--- src/rst_init_pkg.sv ---
// What this block does
// - A wake-up from sleep sets at least one interrupt flag naming its cause.
// - Interrupt wake-up with a global enable set loads vector 0008h or 0018h.
// - That wake-up pushes the program counter into the top of stack, advancing the pointer.
// - Port-A bits 6 and 7 exist only when the oscillator mode frees them; else read zero.
// - Power-on and external resets clear the upper analog-select register when the port-B analog default is zero.
// - Unimplemented bits always read zero and ignore writes.
// - Power-on and external resets clear the return stack pointer to zero, a location without storage; a wake does not.
package rst_init_pkg;
    localparam logic [3:0] ADDR_CTRL    = 4'h0;
    localparam logic [3:0] ADDR_STATUS  = 4'h1;
    localparam logic [3:0] ADDR_IRQ_EN  = 4'h2;
    localparam logic [3:0] ADDR_IRQ_CLR = 4'h3;
    localparam logic [3:0] ADDR_PCFLAG  = 4'h4;
    localparam logic [3:0] ADDR_PORT_A_INPUT   = 4'h5;
    localparam logic [3:0] ADDR_PORT_A_OUTPUT_LATCH    = 4'h6;
    localparam logic [3:0] ADDR_PORT_A_DIRECTION   = 4'h7;
    localparam logic [3:0] ADDR_ANSH    = 4'h8;
    localparam logic [3:0] ADDR_PC      = 4'h9;
    localparam logic [3:0] ADDR_TOS     = 4'hA;
    localparam logic [3:0] ADDR_SP      = 4'hB;

    localparam logic [20:0] VEC_HIGH   = 21'h000008;
    localparam logic [20:0] VEC_LOW    = 21'h000018;
    localparam logic [7:0]  PORT_A_DIRECTION_RST  = 8'hFF;
    localparam logic [7:0]  PORT_A_OUTPUT_LATCH_RST   = 8'h00;
    localparam logic [4:0]  ANSH_RST   = 5'h1F;
    localparam logic [4:0]  ANSH_MASK  = 5'h1F;
    localparam logic [7:0]  PIR_RST    = 8'h00;
    localparam logic [7:0]  PIR1_MASK  = 8'h7F;
    localparam logic [4:0]  SP_RST     = 5'h00;
    localparam logic [7:0]  PA_LOW_MASK = 8'h3F;
    localparam int          EVT_W      = 4;
    localparam int          EV_POR     = 0;
    localparam int          EV_EXT     = 1;
    localparam int          EV_WAKE    = 2;
    localparam int          EV_VECT    = 3;

    typedef enum logic [1:0] {
        CLS_NONE,
        CLS_POR,
        CLS_EXT,
        CLS_WAKE
    } reset_class_t;

    typedef struct packed {
        logic       por;
        logic       ext;
        logic       wake;
        logic       wake_irq;
        logic       wake_hi;
        logic [7:0] wake_flags;
        logic       wake_pir2;
    } cause_t;

    typedef struct packed {
        logic       osc_frees_ra67;
        logic       port_b_analog_default;
    } fuses_t;

    typedef struct packed {
        logic        valid;
        logic [20:0] pc;
    } vector_req_t;
endpackage

--- src/sticky_bit.sv ---
`timescale 1ns/100ps
`default_nettype none
module sticky_bit (
    input  wire logic clk_in,
    input  wire logic rst_b_in,
    input  wire logic set_in,
    input  wire logic clr_in,
    output logic      q_out
);
    // A set in the same cycle as a clear wins, so no event is lost.
    always_ff @(posedge clk_in or negedge rst_b_in) begin
        if (!rst_b_in) begin
            q_out <= 1'b0;
        end else begin
            q_out <= set_in | (q_out & ~clr_in);
        end
    end
endmodule // sticky_bit
`default_nettype wire

--- src/reset_init_wake_vector.sv ---
// Our own choices: the register addresses and register access over Avalon-MM.
`timescale 1ns/100ps
`default_nettype none
module reset_init_wake_vector (
    input  wire logic                      clk_in,
    input  wire logic                      rst_b_in,
    input  wire rst_init_pkg::cause_t      cause_in,
    input  wire rst_init_pkg::fuses_t      fuses_in,
    input  wire logic [7:0]                port_a_input_pins_in,
    input  wire logic [3:0]                avs_address_in,
    input  wire logic                      avs_read_in,
    input  wire logic                      avs_write_in,
    input  wire logic [31:0]               avs_writedata_in,
    output logic [31:0]                    avs_readdata_out,
    output logic                           avs_waitrequest_out,
    output rst_init_pkg::vector_req_t      vector_out,
    output logic [7:0]                     port_a_direction_out,
    output logic [7:0]                     port_a_output_latch_out,
    output logic [4:0]                     upper_analog_select_out,
    output logic [4:0]                     return_stack_pointer_out,
    output logic                           irq_out
);
    import rst_init_pkg::*;

    logic [20:0]        pc_ff;
    logic [20:0]        tos_ff;
    logic [4:0]         sp_ff;
    logic [7:0]         pir1_ff;
    logic [7:0]         pir2_ff;
    logic [7:0]         port_a_direction_ff;
    logic [7:0]         port_a_output_latch_ff;
    logic [4:0]         ansh_ff;
    logic               gie_hi_ff;
    logic               gie_lo_ff;
    logic [EVT_W-1:0]   irq_en_ff;
    logic [EVT_W-1:0]   status_w;
    logic               ack_ff;
    logic               wreq_ff;
    logic [31:0]        rdata_ff;
    reset_class_t       cls_w;
    logic               vec_go_w;
    logic [20:0]        vec_pc_w;
    logic [7:0]         pa_mask_w;
    logic               wr_w;
    logic               rd_w;
    logic [EVT_W-1:0]   evt_w;
    logic [EVT_W-1:0]   clr_w;
    logic [31:0]        nxt_rdata;

    // Classify the incoming reset cause; power-on outranks external, which outranks wake.
    assign cls_w = cause_in.por  ? CLS_POR  :
                   cause_in.ext  ? CLS_EXT  :
                   cause_in.wake ? CLS_WAKE : CLS_NONE;
    // Vectoring only when the wake came from an interrupt and some global enable is set.
    assign vec_go_w = (cls_w == CLS_WAKE) && cause_in.wake_irq
                      && (gie_hi_ff || gie_lo_ff);
    assign vec_pc_w = cause_in.wake_hi ? VEC_HIGH : VEC_LOW;
    // Bits 6 and 7 vanish unless the oscillator mode leaves those pins free.
    assign pa_mask_w = fuses_in.osc_frees_ra67 ? 8'hFF : PA_LOW_MASK;

    // Bus decode: a single-cycle wait then the answer, for reads and writes alike.
    assign wr_w = avs_write_in && ack_ff;
    assign rd_w = avs_read_in && ack_ff;
    assign evt_w[EV_POR]  = (cls_w == CLS_POR);
    assign evt_w[EV_EXT]  = (cls_w == CLS_EXT);
    assign evt_w[EV_WAKE] = (cls_w == CLS_WAKE);
    assign evt_w[EV_VECT] = vec_go_w;
    assign clr_w = (wr_w && avs_address_in == ADDR_IRQ_CLR) ?
                   avs_writedata_in[EVT_W-1:0] : '0;

    genvar gi;
    generate
        for (gi = 0; gi < EVT_W; gi++) begin : g_evt
            sticky_bit u_sticky (
                .clk_in   (clk_in),
                .rst_b_in (rst_b_in),
                .set_in   (evt_w[gi]),
                .clr_in   (clr_w[gi]),
                .q_out    (status_w[gi])
            );
        end
    endgenerate

    // Read mux; unimplemented bits read zero and unmapped offsets read zero.
    always_comb begin
        nxt_rdata = 32'h00000000;
        unique case (avs_address_in)
            ADDR_CTRL:    nxt_rdata = {30'h0, gie_hi_ff, gie_lo_ff};
            ADDR_STATUS:  nxt_rdata = {28'h0, status_w};
            ADDR_IRQ_EN:  nxt_rdata = {28'h0, irq_en_ff};
            ADDR_PCFLAG:  nxt_rdata = {16'h0, pir2_ff, pir1_ff & PIR1_MASK};
            ADDR_PORT_A_INPUT:   nxt_rdata = {24'h0, port_a_input_pins_in & pa_mask_w};
            ADDR_PORT_A_OUTPUT_LATCH:    nxt_rdata = {24'h0, port_a_output_latch_ff & pa_mask_w};
            ADDR_PORT_A_DIRECTION:   nxt_rdata = {24'h0, port_a_direction_ff & pa_mask_w};
            ADDR_ANSH:    nxt_rdata = {27'h0, ansh_ff & ANSH_MASK};
            ADDR_PC:      nxt_rdata = {11'h0, pc_ff};
            ADDR_TOS:     nxt_rdata = {11'h0, tos_ff};
            ADDR_SP:      nxt_rdata = {27'h0, sp_ff};
            default:      nxt_rdata = 32'h00000000;
        endcase
    end

    // Handshake: waitrequest drops for one cycle after each request is seen.
    // The inverted copy is its own flop so the pin carries no gate after the register.
    always_ff @(posedge clk_in or negedge rst_b_in) begin
        if (!rst_b_in) begin
            ack_ff   <= 1'b0;
            wreq_ff  <= 1'b1;
            rdata_ff <= 32'h00000000;
        end else begin
            ack_ff   <= (avs_read_in || avs_write_in) && !ack_ff;
            wreq_ff  <= !((avs_read_in || avs_write_in) && !ack_ff);
            rdata_ff <= rd_w ? rdata_ff : nxt_rdata;
        end
    end
    assign avs_readdata_out    = rdata_ff;
    assign avs_waitrequest_out = wreq_ff;

    // Control and interrupt enable registers survive every reset class.
    always_ff @(posedge clk_in or negedge rst_b_in) begin
        if (!rst_b_in) begin
            gie_hi_ff <= 1'b0;
            gie_lo_ff <= 1'b0;
            irq_en_ff <= '0;
        end else if (wr_w && avs_address_in == ADDR_CTRL) begin
            gie_hi_ff <= avs_writedata_in[1];
            gie_lo_ff <= avs_writedata_in[0];
        end else if (wr_w && avs_address_in == ADDR_IRQ_EN) begin
            irq_en_ff <= avs_writedata_in[EVT_W-1:0];
        end
    end

    // Flags: cleared by power-on and external resets, set by the wake cause.
    always_ff @(posedge clk_in or negedge rst_b_in) begin
        if (!rst_b_in) begin
            pir1_ff <= PIR_RST;
            pir2_ff <= PIR_RST;
        end else if (cls_w == CLS_POR || cls_w == CLS_EXT) begin
            pir1_ff <= PIR_RST;
            pir2_ff <= PIR_RST;
        end else if (cls_w == CLS_WAKE) begin
            // An empty flag set still marks a wake, so bit 0 stands in as the cause.
            if (cause_in.wake_pir2) begin
                pir2_ff <= pir2_ff | ((cause_in.wake_flags == 8'h00) ?
                           8'h01 : cause_in.wake_flags);
            end else begin
                pir1_ff <= pir1_ff | (((cause_in.wake_flags & PIR1_MASK) == 8'h00) ?
                           8'h01 : (cause_in.wake_flags & PIR1_MASK));
            end
        end else if (wr_w && avs_address_in == ADDR_PCFLAG) begin
            pir1_ff <= avs_writedata_in[7:0] & PIR1_MASK;
            pir2_ff <= avs_writedata_in[15:8];
        end
    end

    // Port A direction and latch; the latch keeps its value across power-on, external and wake reset classes.
    always_ff @(posedge clk_in or negedge rst_b_in) begin
        if (!rst_b_in) begin
            port_a_direction_ff <= PORT_A_DIRECTION_RST;
            port_a_output_latch_ff  <= PORT_A_OUTPUT_LATCH_RST;
        end else if (cls_w == CLS_POR || cls_w == CLS_EXT) begin
            port_a_direction_ff <= PORT_A_DIRECTION_RST;
        end else if (wr_w && avs_address_in == ADDR_PORT_A_DIRECTION) begin
            port_a_direction_ff <= avs_writedata_in[7:0] & pa_mask_w;
        end else if (wr_w && avs_address_in == ADDR_PORT_A_OUTPUT_LATCH) begin
            port_a_output_latch_ff  <= avs_writedata_in[7:0] & pa_mask_w;
        end
    end

    // Upper analog select; the fuse is sampled by the clock when a power-on or external reset class arrives.
    always_ff @(posedge clk_in or negedge rst_b_in) begin
        if (!rst_b_in) begin
            ansh_ff <= ANSH_RST;
        end else if (cls_w == CLS_POR || cls_w == CLS_EXT) begin
            ansh_ff <= fuses_in.port_b_analog_default ? ANSH_RST : 5'h00;
        end else if (wr_w && avs_address_in == ADDR_ANSH) begin
            ansh_ff <= avs_writedata_in[4:0] & ANSH_MASK;
        end
    end

    // Program counter, top of stack and pointer; a vectoring wake pushes the old PC.
    always_ff @(posedge clk_in or negedge rst_b_in) begin
        if (!rst_b_in) begin
            pc_ff  <= 21'h000000;
            tos_ff <= 21'h000000;
            sp_ff  <= SP_RST;
        end else if (cls_w == CLS_POR || cls_w == CLS_EXT) begin
            pc_ff  <= 21'h000000;
            sp_ff  <= SP_RST;
        end else if (vec_go_w) begin
            tos_ff <= pc_ff;
            sp_ff  <= sp_ff + 5'h01;
            pc_ff  <= vec_pc_w;
        end else if (wr_w && avs_address_in == ADDR_PC) begin
            pc_ff  <= {avs_writedata_in[20:1], 1'b0};  // Word aligned fetches only.
        end else if (wr_w && avs_address_in == ADDR_TOS) begin
            tos_ff <= avs_writedata_in[20:0];
        end else if (wr_w && avs_address_in == ADDR_SP) begin
            sp_ff  <= avs_writedata_in[4:0];
        end
    end

    // Registered outputs toward the core and the pins.
    always_ff @(posedge clk_in or negedge rst_b_in) begin
        if (!rst_b_in) begin
            vector_out               <= '0;
            port_a_direction_out     <= PORT_A_DIRECTION_RST;
            port_a_output_latch_out  <= PORT_A_OUTPUT_LATCH_RST;
            upper_analog_select_out  <= ANSH_RST;
            return_stack_pointer_out <= SP_RST;
            irq_out                  <= 1'b0;
        end else begin
            vector_out.valid         <= vec_go_w;
            vector_out.pc            <= vec_pc_w;
            port_a_direction_out     <= port_a_direction_ff & pa_mask_w;
            port_a_output_latch_out  <= port_a_output_latch_ff & pa_mask_w;
            upper_analog_select_out  <= ansh_ff;
            return_stack_pointer_out <= sp_ff;
            irq_out                  <= |(status_w & irq_en_ff);
        end
    end
endmodule // reset_init_wake_vector
`default_nettype wire

--- config.mk ---
export PLATFORM = sky130hd
export DESIGN_NAME = reset_init_wake_vector
export DESIGN_NICKNAME = d
export VERILOG_FILES = /design/src/rst_init_pkg.sv /design/src/sticky_bit.sv /design/src/reset_init_wake_vector.sv
export SDC_FILE = /design/constraint.sdc
export NUM_CORES = 1
export LEC_CHECK = 0
export ABC_CLOCK_PERIOD_IN_PS = 2150
export BUFFER_PORTS_ARGS = -buffer_cell sky130_fd_sc_hd__clkbuf_2
export CAP_MARGIN = 30
export CORE_MARGIN = 1.5
export CORE_UTILIZATION = 55
export CTS_CLUSTER_SIZE = 16
export DETAILED_ROUTE_END_ITERATION = 12
export PLACE_DENSITY = 0.82
export SKIP_CTS_REPAIR_TIMING = 1
export SLEW_MARGIN = 40
export SYNTH_ARGS = -nofsm -noshare
export SYNTH_HDL_FRONTEND = slang
export SYNTH_HIERARCHICAL = 1
export SYNTH_SLANG_ARGS = --single-unit
--- constraint.sdc ---
create_clock -name clk_in -period 2.15 [get_ports clk_in]
set_input_delay 0.3225 -clock clk_in [delete_from_list [all_inputs] [get_ports clk_in]]
set_output_delay 0.3225 -clock clk_in [all_outputs]
set_load 0.01 [all_outputs]
Yosys cells after proc, flatten, opt, wreduce, memory -nomap -nowiden
Cells that the tools add are included.

word-level totals
  register bits = 161
  bits in latches = 0
  RAM bits = 0
  bits in read-only memories = 0
  input port bits = 64
  output and inout bits = 82
  word-level logic and storage cells = 136
  memories = 0

cells by class
  add/subtract/negate cells = 1
  $mul = 0
  div/mod/pow operators = 0
  magnitude comparators = 0
  eq/ne operators = 19
  shift operators = 0
  mux-type cells = 33
  bitwise gates (word level) = 22
  reductions and logical operators = 36

operators with widths
  operator                                                                 number
  21-bit one-hot mux with 11 select lines                                  1
  21-bit 2-to-1 mux                                                        6
  8-bit 2-to-1 mux                                                         12
  5-bit 2-to-1 mux                                                         9
  8-bit bitwise AND                                                        4
  4-bit by 3-bit equality test with 1-bit output, second input constant    4
  4-bit equality test, second input constant                               4
  8-bit zero test                                                          2
  1-bit logical AND                                                        15
  3-bit AND reduction                                                      3
  3-bit nonzero test                                                       3
  4-bit by 2-bit equality test with 1-bit output, second input constant    2
  8-bit by 7-bit OR with 8-bit output                                      1
  8-bit OR                                                                 1
  7-bit 2-to-1 mux                                                         1
  1-bit inverter                                                           7
  2-bit 2-to-1 mux                                                         3
  3-bit by 2-bit inequality test with 1-bit output, second input constant  2
  3-bit inequality test, second input constant                             2
  2-bit AND reduction                                                      3
  2-bit nonzero test                                                       3
  5-bit by 1-bit adder with 5-bit output, second input constant            1
  1-bit bitwise AND                                                        4
  4-bit bitwise AND                                                        1
  10 further kinds                                                         17

Depth between registers and ports, before layout
Gate-level depths: netlist of run 1.

  word-level depth = 8
  mapped depth = 10

Cells and area by module
Netlist of run 1, hierarchy kept.

by module, submodules not included
  module                  instances  cells each  area an instance (um^2)  seq. area each (um^2)
  reset_init_wake_vector  1          621         6602.6                   3562.2
  sticky_bit              4          3           36.3                     25.0

Least setup slack after synthesis of run 1
OpenSTA, ideal clock, no wires.

  kind = input port to flip-flop
  start point = in cause_in[12] in the netlist's numbering
  end point = reg tos_ff[16]
  data arrival time = 1.738 ns
  slack = 0.278 ns
  cell stages on the path = 8
  cell sequence = inv_1 > a21o_1 > ha_1 > o211ai_1 > buf_2 > clkbuf_1 > mux2i_1 > o21ai_0

between the ends
  cells in the longest elaborated chain, start to end = 7

RTL lines
  what                                                                                                     line                           RTL
  start: declaration                                                                                       reset_init_wake_vector.sv:7    input wire rst_init_pkg::cause_t cause_in,
  2-bit 2-to-1 mux (*)                                                                                     reset_init_wake_vector.sv:52   cause_in.ext ? CLS_EXT :
  2-bit 2-to-1 mux (*)                                                                                     reset_init_wake_vector.sv:51   assign cls_w = cause_in.por ? CLS_POR :
  2-bit equality test (*)                                                                                  --
  via evt_w[2]                                                                                             reset_init_wake_vector.sv:46   logic [EVT_W-1:0] evt_w;
  1-bit logical AND (*)                                                                                    reset_init_wake_vector.sv:55   assign vec_go_w = (cls_w == CLS_WAKE) && cause_in.wake_irq
  1-bit logical AND (*)                                                                                    reset_init_wake_vector.sv:56   && (gie_hi_ff || gie_lo_ff);
  2-bit by 1-bit inequality test with 1-bit output (no source line) or 2-bit nonzero test (tied branches)  --
  3-bit AND reduction (no source line)                                                                     --
  end signal: assignment                                                                                   reset_init_wake_vector.sv:191  tos_ff <= pc_ff;
  end signal: assignment                                                                                   reset_init_wake_vector.sv:197  tos_ff <= avs_writedata_in[20:0];
  end: declaration                                                                                         reset_init_wake_vector.sv:26   logic [20:0] tos_ff;

Mark *: on every way through the listed nets, which the timed path passes. The rest lies on a longest branch.
A chain may end at the register's enable or synchronous reset.

Worst setup path in the final report of run 1
  start point = in avs_address_in[1]
  end point = reg port_a_output_latch_ff[4]

between the ends
  cells in the longest elaborated chain, start to end = 4

RTL lines
  what                                            line                           RTL
  start: declaration                              reset_init_wake_vector.sv:10   input wire logic [3:0] avs_address_in,
  4-bit by 3-bit equality test with 1-bit output  reset_init_wake_vector.sv:163  end else if (wr_w && avs_address_in == ADDR_PORT_A_DIRECTION) begin
  1-bit logical AND                               reset_init_wake_vector.sv:163
  1-bit inverter (no source line)                 --
  3-bit AND reduction (no source line) (*)        --
  end signal: assignment                          reset_init_wake_vector.sv:166  port_a_output_latch_ff <= avs_writedata_in[7:0] & pa_mask_w;
  end: declaration                                reset_init_wake_vector.sv:31   logic [7:0] port_a_output_latch_ff;

Mark *: on every way between the ends. The rest lies on a longest branch, timed or not.

==> results of run 1 <==
==> worst max-delay path: cells and delay by family <==
| family | cells | cell delay [ns] |
|---|---|---|
| simple gates | 2 | 0.84 |
| buf+inv | 2 | 0.60 |
| mux | 1 | 0.27 |
==> metal layers <==
layer  track usage (%)  vias to the layer above  share of wire [%]
met1              38.4                     2687                 41
li1                  -                     2434                  -
met4              11.5                        0                2.3
met3              6.64                       43                7.6
met2              46.5                      262                 49
met5                 0                        -                  0
==> final cells by class <==
cell class	instances	area, sq um	area share [%]
Sequential cell	145	3660	45.4
Tap cell	147	184	2.28
Clock inverter	12	155	1.92
Timing Repair Buffer	143	847	10.5
Multi-Input combinational cell	430	2720	33.7
Clock buffer	20	447	5.53
Inverter	15	56.3	0.697
==> per-stage QoR <==
stage	total power, mW	TNS (ns)	worst slack, ns	utilization [%]	std cells
2_1_floorplan	4.03	0	0.278	-	662
3_3_place_gp	4.41	0	0.0186	62.1	879
3_5_place_dp	4.47	-0.00670	-0.00418	62.1	879
4_1_cts	7.48	0	0.404	67.1	911
5_1_grt	7.76	0	0.286	67.2	912
6_report	7.46	0	0.402	67.2	912
==> sequential cells by signal, indices dropped and copies added (netlist names), 7 cells and up <==
name / count
port_a_output_latch_ff: 8
pc_ff: 20
pir2_ff: 8
port_a_direction_out: 8
port_a_direction_ff: 8
port_a_output_latch_out: 8
tos_ff: 21
avs_readdata_out: 21
pir1_ff: 7
==> placed cells by master, fill, tap and decap left out, types with 4 or more instances in the layout <==
cell and count:
a21o_1 7, a21oi_1 43, a221oi_1 5, a22o_1 29, a22oi_1 12, a32oi_1 6, and2_1 10, and3_1 5
buf_4 36, clkbuf_16 17, clkbuf_2 103, conb_1 31, dfrtp_1 118, dfstp_2 27, ha_1 4, inv_1 15
mux2_2 18, mux2i_1 34, nand2_1 67, nand2b_1 9, nor2_1 29, nor2b_1 4, nor3_1 25, o21ai_0 50
==> how the worst max path moves through the flow <==
stage                                      from                                     to  slack [ns]  cells after the start
after floorplan                    cause_in[12]                 tos_ff[16]$_DFFE_PN0P_        0.28                      8
final                         avs_address_in[1]  port_a_output_latch_ff[4]$_DFFE_PN0P_        0.40                      5
after global routing      gie_lo_ff$_DFFE_PN0P_                 tos_ff[20]$_DFFE_PN0P_        0.29                      6
after global placement        avs_address_in[1]  port_a_output_latch_ff[0]$_DFFE_PN0P_        0.02                      5
after CTS                 gie_lo_ff$_DFFE_PN0P_                 tos_ff[20]$_DFFE_PN0P_        0.40                      6
after detailed placement      avs_address_in[1]  port_a_output_latch_ff[3]$_DFFE_PN0P_      -0.004                      5
==> kinds of logic after synthesis <==
group                      after synthesis  share of synthesized area [%]
AOI/OAI and AO/OA                      171                           16.6
adders and majority gates                4                          0.742
buffers and inverters                   87                           7.06
DFF                                    145                           54.3
muxes                                   53                           8.38
other                                    2                          0.111
and+or+nand+nor                        171                           12.8
==> report_power, final <==
part | internal (mW) | switching [mW]
registers | 3.15 | 0.252
clock network | 1.86 | 1.14
logic | 0.423 | 0.635
==> metrics.txt, run 1 <==
status finished clean; cell chain of the critical path clkbuf_2 -> nor2b_1 -> nand4_1 -> buf_4 -> mux2_2; vias in the first global route 5462; Worst path max stage delay around 0.61 ns; Final Cell Area approximately 8100 sq um; crit path launch type input pin; GRT Resource Usage Total between 20% and 30%; clock root buffer clkbuf_16; diodes inserted 0; crit path max-delay cell type nor2b_1; Avg Inst Size Synth roughly 11 sq um; Hold Path End vector_out[4]$_DFF_PN0_; area grow syn2layout 19.7%; Async S/R FF share, synth 100%; Final Setup Violations 0; Lkg Pwr around 3.9 nW; post-synthesis cell count around 630; hold path depth 2; Crit Reg-Reg Startpoint ack_ff$_DFF_PN0_; largest net degree at the start of global routing 66; largest area contributor in the netlist dfrtp_1; area share of the largest cell type after synthesis 43.8%; Period Utilization, post-route between 80 and 90%; CP max FO 20; DRC viols 0; Netlist cell types 54; drt initial violations between 400 and 500; post-detail-place hpwl 12.5 mm; Worst slew margin 56.0%; Slew Limit Fails 0; fillcell total between 800 and 900; total die area around 13000 sq um; Die W roughly 110 um; # IOs approximately 150; GR Overflow Total 0; Clock Skew about 0.006 ns; Max VDD drop between 0.5 and 0.6 mV; H-tree depth 4; number of synthesized register bits about 150; Placed Instance Area between 7000 and 8000 sq um; final WL around 18 mm; CP Capture Type register; Core Region around 12000 sq um; Final min period approximately 1.7 ns; critical path type input pin to register; synthesized cell area 6750 sq um; Die Ht 114 um; R2R Setup Slk roughly 0.4 ns; final antenna-violating net count 0; Seq/Total Area, Yosys approximately 54%; Max Fclk 572 MHz; yosys warns 6; Slew @ Worst Pin approximately 0.66 ns; first-pass GRT wire length approximately 28 mm; # Max-Cap Violations 0; Cell Rows 40; RSZ-0062 raised after global routing false; Worst EP arrival about 2 ns; path depth of the worst reg2reg path 5; worst hold margin just under 0.06 ns; DR WL/cell 19.6 um; CP Data Required Time between 2 and 2.5 ns; clock tree from TritonCTS done; Port Buffers 104; CTS clk-pin slew, worst paths 0.06 ns; ranking of synthesized cells by area dfrtp_1 (44%), dfstp_2 (11%), mux2i_1 (5.0%); Clock Sinks 145; gp weighted congestion 0.914; starting density of the core 56.2%; drt pass-1 iters 7; PD cells 924 nW/um^2; Post-synth EDFFs 0; ys flop type dfrtp_1; Via Count 5426; layout cells sized above 1 between 20% and 30%; most numerous cell in the Yosys netlist dfrtp_1; CTS buffer count 17; top cells by count, synth dfrtp_1 (118), nand2_1 (67), o21ai_0 (51), a21oi_1 (43); Worst R2R End pc_ff[14]$_DFFE_PN0P_; initial antenna violation count 0; deepest clock path buffer count 2; Min-Delay Path Class input pin to register; DR vias/cell ~5.9; clk_lat worst skew 0.42 ns; Final nets 820; Final Hold Viols 0; Hold Path Origin cause_in[9]
(Power assumes the default switching activity.)
==> run 2: changes to the inputs <==
--- a/config.mk
+++ b/config.mk
@@ -5,7 +5,7 @@
 export SDC_FILE = /design/constraint.sdc
 export NUM_CORES = 1
 export LEC_CHECK = 0
-export ABC_CLOCK_PERIOD_IN_PS = 2150
+export ABC_CLOCK_PERIOD_IN_PS = 1700
 export BUFFER_PORTS_ARGS = -buffer_cell sky130_fd_sc_hd__clkbuf_2
 export CAP_MARGIN = 30
 export CORE_MARGIN = 1.5
==> constraint.sdc (replaced) <==
create_clock -name clk_in -period 1.7 [get_ports clk_in]
set_input_delay 0.255 -clock clk_in [delete_from_list [all_inputs] [get_ports clk_in]]
set_output_delay 0.255 -clock clk_in [all_outputs]
set_load 0.01 [all_outputs]
==> run 2 against run 1 <==
Net effect:
- core utilization up 4.0 points
- largest cell class unchanged
- critical path type is now register to register
- sequential power up 27%
- die area unchanged
==> metrics.txt, run 2 (synthesis gave the netlist of run 1 again) <==
Period Utilization, post-route around 95%; Core Region about 12000 sq um; fillcell total 910; clock tree from TritonCTS done; Port Buffers roughly 100; CTS clk-pin slew, worst paths about 0.06 ns; path depth of the worst reg2reg path 6; Max Fclk approximately 620 MHz; total power between 9 and 10 mW; most common cell after layout, fill and taps aside dfrtp_1; PD cells around 1100 nW/um^2; drt pass-1 iters 5; CP Data Required Time ~2.0 ns; starting density of the core roughly 56%; Final Setup Violations 0; DR WL/cell 19.4 um; area grow syn2layout 26.7%; worst hold margin roughly 0.073 ns; # IOs ~150; RSZ-0062 raised after global routing false; diodes inserted 0; drt initial violations between 500 and 600; largest net degree at the start of global routing 53; CP Capture Type register; GR Overflow Total 0; Final nets a little under 900; initial antenna violation count 0; Min-Delay Path Class input pin to register; layout cells sized above 1 between 30% and 40%; DRC viols 0; gp weighted congestion 0.931; Lkg Pwr about 4.2 nW; Worst slew margin between 60% and 70%; Cell Rows 40; vias in the first global route 5658; # Max-Cap Violations 0; Clock Sinks between 100 and 150; critical path type register to register; H-tree depth 4; final WL between 15 and 20 mm; Final min period around 1.6 ns; Final Util ~70%; most frequent cells in the layout dfrtp_1 (118), clkbuf_2 (103), buf_4 (76); status finished clean; post-detail-place hpwl between 10 and 15 mm; GRT Resource Usage Total about 30%; CTS buffer count 17; DR vias/cell a little under 6; Final Cell Area between 8000 and 9000 sq um; placed cell count 926; Final Hold Viols 0; Worst EP arrival between 1.5 and 2 ns; Placed Instance Area around 7900 sq um; Max VDD drop slightly above 0.8 mV; deepest clock path buffer count 2; Clock Skew roughly 0.0082 ns; clock root buffer clkbuf_16; Slew Limit Fails 0; total die area 12900 sq um; first-pass GRT wire length between 20 and 30 mm; Die W around 110 um; non-filler cells, final between 900 and 1000; clk_lat worst skew between 0.4 and 0.5 ns; Die Ht about 110 um; Via Count roughly 5600; crit path launch type register; hold path depth 2; final antenna-violating net count 0; Slew @ Worst Pin between 0.5 and 0.6 ns; CP max FO 20
==> run 2: path summary, 6_finish.rpt <==
check                                                        start                                    to  slack, ns
worst max-delay path                         gie_lo_ff$_DFFE_PN0P_                tos_ff[13]$_DFFE_PN0P_       0.09
worst min-delay path                          avs_writedata_in[17]                 pc_ff[17]$_DFFE_PN0P_       0.07
worst max register to register               gie_lo_ff$_DFFE_PN0P_                tos_ff[13]$_DFFE_PN0P_       0.09
worst min register to register  port_a_direction_ff[0]$_DFFE_PN1P_     port_a_direction_out[0]$_DFF_PN1_       0.37
max in group asynchronous                                 rst_b_in                ansh_ff[4]$_DFFE_PN1P_       0.71
min in group asynchronous                                 rst_b_in  port_a_output_latch_out[3]$_DFF_PN0_       0.37
==> run 2: final cells by class <==
cell class	instances	area, sq um	share of cell area, %
clock buffers	27	503	5.88
inverters	15	56.3	0.658
repair buffers	191	1290	15.1
flip-flops and latches	145	3660	42.8
well taps	147	184	2.15
clock inverters	5	125	1.46
multi-input cells	430	2730	31.9
==> run 2: per-layer routing <==
| layer | share of wire [%] | global-route usage [%] |
|---|---|---|
| met1 | 43 | 40.4 |
| met2 | 49 | 48.8 |
| met3 | 6.3 | 5.84 |
| met4 | 1.8 | 11.8 |
| met5 | 0 | 0 |
==> run 2: worst max-delay path: stages (launching register included) <==
cell	delay, ns
dfrtp_1	0.40
o211ai_1	0.22
inv_1	0.18
a21o_1	0.19
nand2_1	0.10
buf_4	0.24
o21ai_0	0.14
==> run 2: stage by stage <==
| step | worst slack (ns) | TNS, ns |
|---|---|---|
| 2_1_floorplan | 0.0133 | 0 |
| 4_1_cts | 0.0785 | 0 |
| 3_5_place_dp | -0.141 | -8.28 |
| 6_report | 0.0904 | 0 |
| 5_1_grt | 0.00297 | 0 |
| 3_3_place_gp | -0.0979 | -5.06 |
==> run 2: power breakdown <==
part           switching, mW  internal, mW
clock                   1.38          2.61
combinational          0.841         0.637
sequential             0.327          3.98
==> run 3: changes to the inputs <==
--- a/config.mk
+++ b/config.mk
@@ -8,8 +8,10 @@
 export ABC_CLOCK_PERIOD_IN_PS = 1700
 export BUFFER_PORTS_ARGS = -buffer_cell sky130_fd_sc_hd__clkbuf_2
 export CAP_MARGIN = 30
+export CORE_ASPECT_RATIO = 1.2
 export CORE_MARGIN = 1.5
 export CORE_UTILIZATION = 55
+export CTS_CLUSTER_DIAMETER = 120
 export CTS_CLUSTER_SIZE = 16
 export DETAILED_ROUTE_END_ITERATION = 12
 export PLACE_DENSITY = 0.82
==> run 3 against run 2 <==
Net effect:
- worst hold slack got worse by 0.070 ns
- sequential share of layout area grew 0.90 points
- combinational power down 3%
- via count rose by 0.70%
- flip-flop and latch count unchanged
- sequential power is essentially flat
- clock power down 12%
- count of clock-buffer cells in the layout fell by 4
- register-to-register slack worse by 0.04 ns
- first-iteration DRC count shrank 25%
- non-clock buffer count down 14
==> metrics.txt, run 3 (synthesis gave the netlist of run 1 again) <==
DRC viols 0; Period Utilization, post-route 96.9%; Clock Sinks 145; Cell Rows 44; vias in the first global route about 5600; RSZ-0062 raised after global routing false; deepest clock path buffer count 2; Worst path max stage delay approximately 0.39 ns; CP max FO 3; Min-Delay Path Class input pin to register; Seq pwr share roughly 47%; drt pass-1 iters 5; critical path type register to register; Die W ~100 um; crit path max-delay cell type dfrtp_1; CP Data Required Time ~2.0 ns; layout cells sized above 1 roughly a third; total die area 12900 sq um; final antenna-violating net count 0; setup TNS 0 ns; DR WL/cell 18.8 um; Lkg Pwr between 4 and 5 nW; Final Hold Viols 0; GR Overflow Total 0; Core Region 12100 sq um; gp weighted congestion around 0.9; sw frac around 27%; CTS buffer count 17; most common cell after layout, fill and taps aside dfrtp_1; area grow syn2layout 24.1%; cell chain of the critical path mux2_2 -> a221oi_1 -> o21ai_1 -> a221o_1; status finished clean; # IOs between 100 and 150; Register Area 3660 sq um; Internal between 6 and 7 mW; Slew Limit Fails 0; crit path launch type register; # Max-Cap Violations 0; Die Ht 124 um; Final Util a little over two thirds; DR vias/cell about 5.9; largest net degree at the start of global routing between 40 and 50; starting density of the core 56.0%; Placed Instance Area ~7800 sq um; H-tree depth 4; CP Capture Type register; Max Fclk a little over 600 MHz; Switch Pwr around 2.5 mW; drt initial violations 432; fillcell total roughly 900; Final Setup Violations 0; Final nets roughly 850; GRT Resource Usage Total about 29%; multi-input logic area 2730 sq um; Clock Skew just under 0.008 ns; most frequent cells in the layout dfrtp_1 (118), clkbuf_2 (103), nand2_1 (67); combinational share of power 15.5%; clock network fraction of total power a little under two fifths; Max VDD drop between 0.6 and 0.7 mV; CTS clk-pin slew, worst paths about 0.060 ns; Final min period approximately 1.6 ns; final WL between 15 and 20 mm; Final Cell Area around 8400 sq um; Via Count ~5600; post-detail-place hpwl between 10 and 15 mm; PD cells between 1000 and 1500 nW/um^2; clock root buffer clkbuf_16; Worst EP arrival approximately 2.0 ns; Port Buffers roughly 100; first-pass GRT wire length 28.9 mm; initial antenna violation count 0; clock tree from TritonCTS done; diodes inserted 0; clk_lat worst skew between 0.4 and 0.5 ns
## run 3: changes by cell type in the layout (fill, tap and decap cells not counted), sizes merged
cell | before | now
buf | 86 | 73
clkbuf | 130 | 126
clkinvlp | 0 | 3
bufinv | 4 | 1
clkinv | 1 | 3
inv | 15 | 16
dlygate4sd3 | 2 | 1
## run 3: critical path, delay by kind of cell, from the launching register on
kind               cells  cell delay (ns)
DFF                    1             0.39
muxes                  1             0.29
AOI/OAI and AO/OA      3             0.84
## run 3: worst paths after layout
path                                                         start                           endpoint  slack, ns  cells after the start
worst min-delay path                                   cause_in[9]            vector_out[4]$_DFF_PN0_      0.003                      2
worst max-delay path             g_evt[1].u_sticky/q_out$_DFF_PN0_    avs_readdata_out[1]$_DFFE_PN0N_       0.05                      4
min in group asynchronous                                 rst_b_in   avs_readdata_out[11]$_DFFE_PN0N_       0.32                      2
worst max register to register   g_evt[1].u_sticky/q_out$_DFF_PN0_    avs_readdata_out[1]$_DFFE_PN0N_       0.05                      4
max in group asynchronous                                 rst_b_in      avs_waitrequest_out$_DFF_PN1_       0.74                      3
worst min register to register  port_a_direction_ff[3]$_DFFE_PN1P_  port_a_direction_out[3]$_DFF_PN1_       0.38                      0
## run 3: power by group through the flow
| stage | Sequential, mW | Clock (mW) | Combinational, mW |
|---|---|---|---|
| 5_1_grt | 4.35 | 3.68 | 1.57 |
| 6_report | 4.31 | 3.52 | 1.43 |
| 2_1_floorplan | 4.29 | 0 | 0.812 |
| 4_1_cts | 4.30 | 3.54 | 1.43 |
| 3_3_place_gp | 4.31 | 0 | 1.36 |
| 3_5_place_dp | 4.34 | 0 | 1.41 |
## run 3: stage by stage
stage	setup slack, ns	hold slack, ns	total power [mW]	std cells
6_report	0.0520	0.00298	9.26	959
3_5_place_dp	-0.145	0.206	5.76	927
5_1_grt	0.0118	0.00398	9.60	959
2_1_floorplan	0.0133	-0.0406	5.10	662
3_3_place_gp	-0.0584	0.196	5.67	927
4_1_cts	0.0324	-0.237	9.26	958
## run 3: area by class of cell
| cell class | instances | area share (%) |
|---|---|---|
| flip-flops and latches | 145 | 43.7 |
| multi-input cells | 430 | 32.6 |
| repair buffers | 177 | 13.9 |
| clock buffers | 23 | 5.71 |
| well taps | 161 | 2.41 |
| clock inverters | 8 | 0.956 |
| inverters | 15 | 0.672 |
## run 3: routing by layer
metal	vias up	GRT usage [%]	share of wire (%)
met5	-	0	0
li1	2502	-	-
met3	74	5.65	6.3
met1	2764	35.0	39
met2	296	48.3	50
met4	0	15.0	4.3
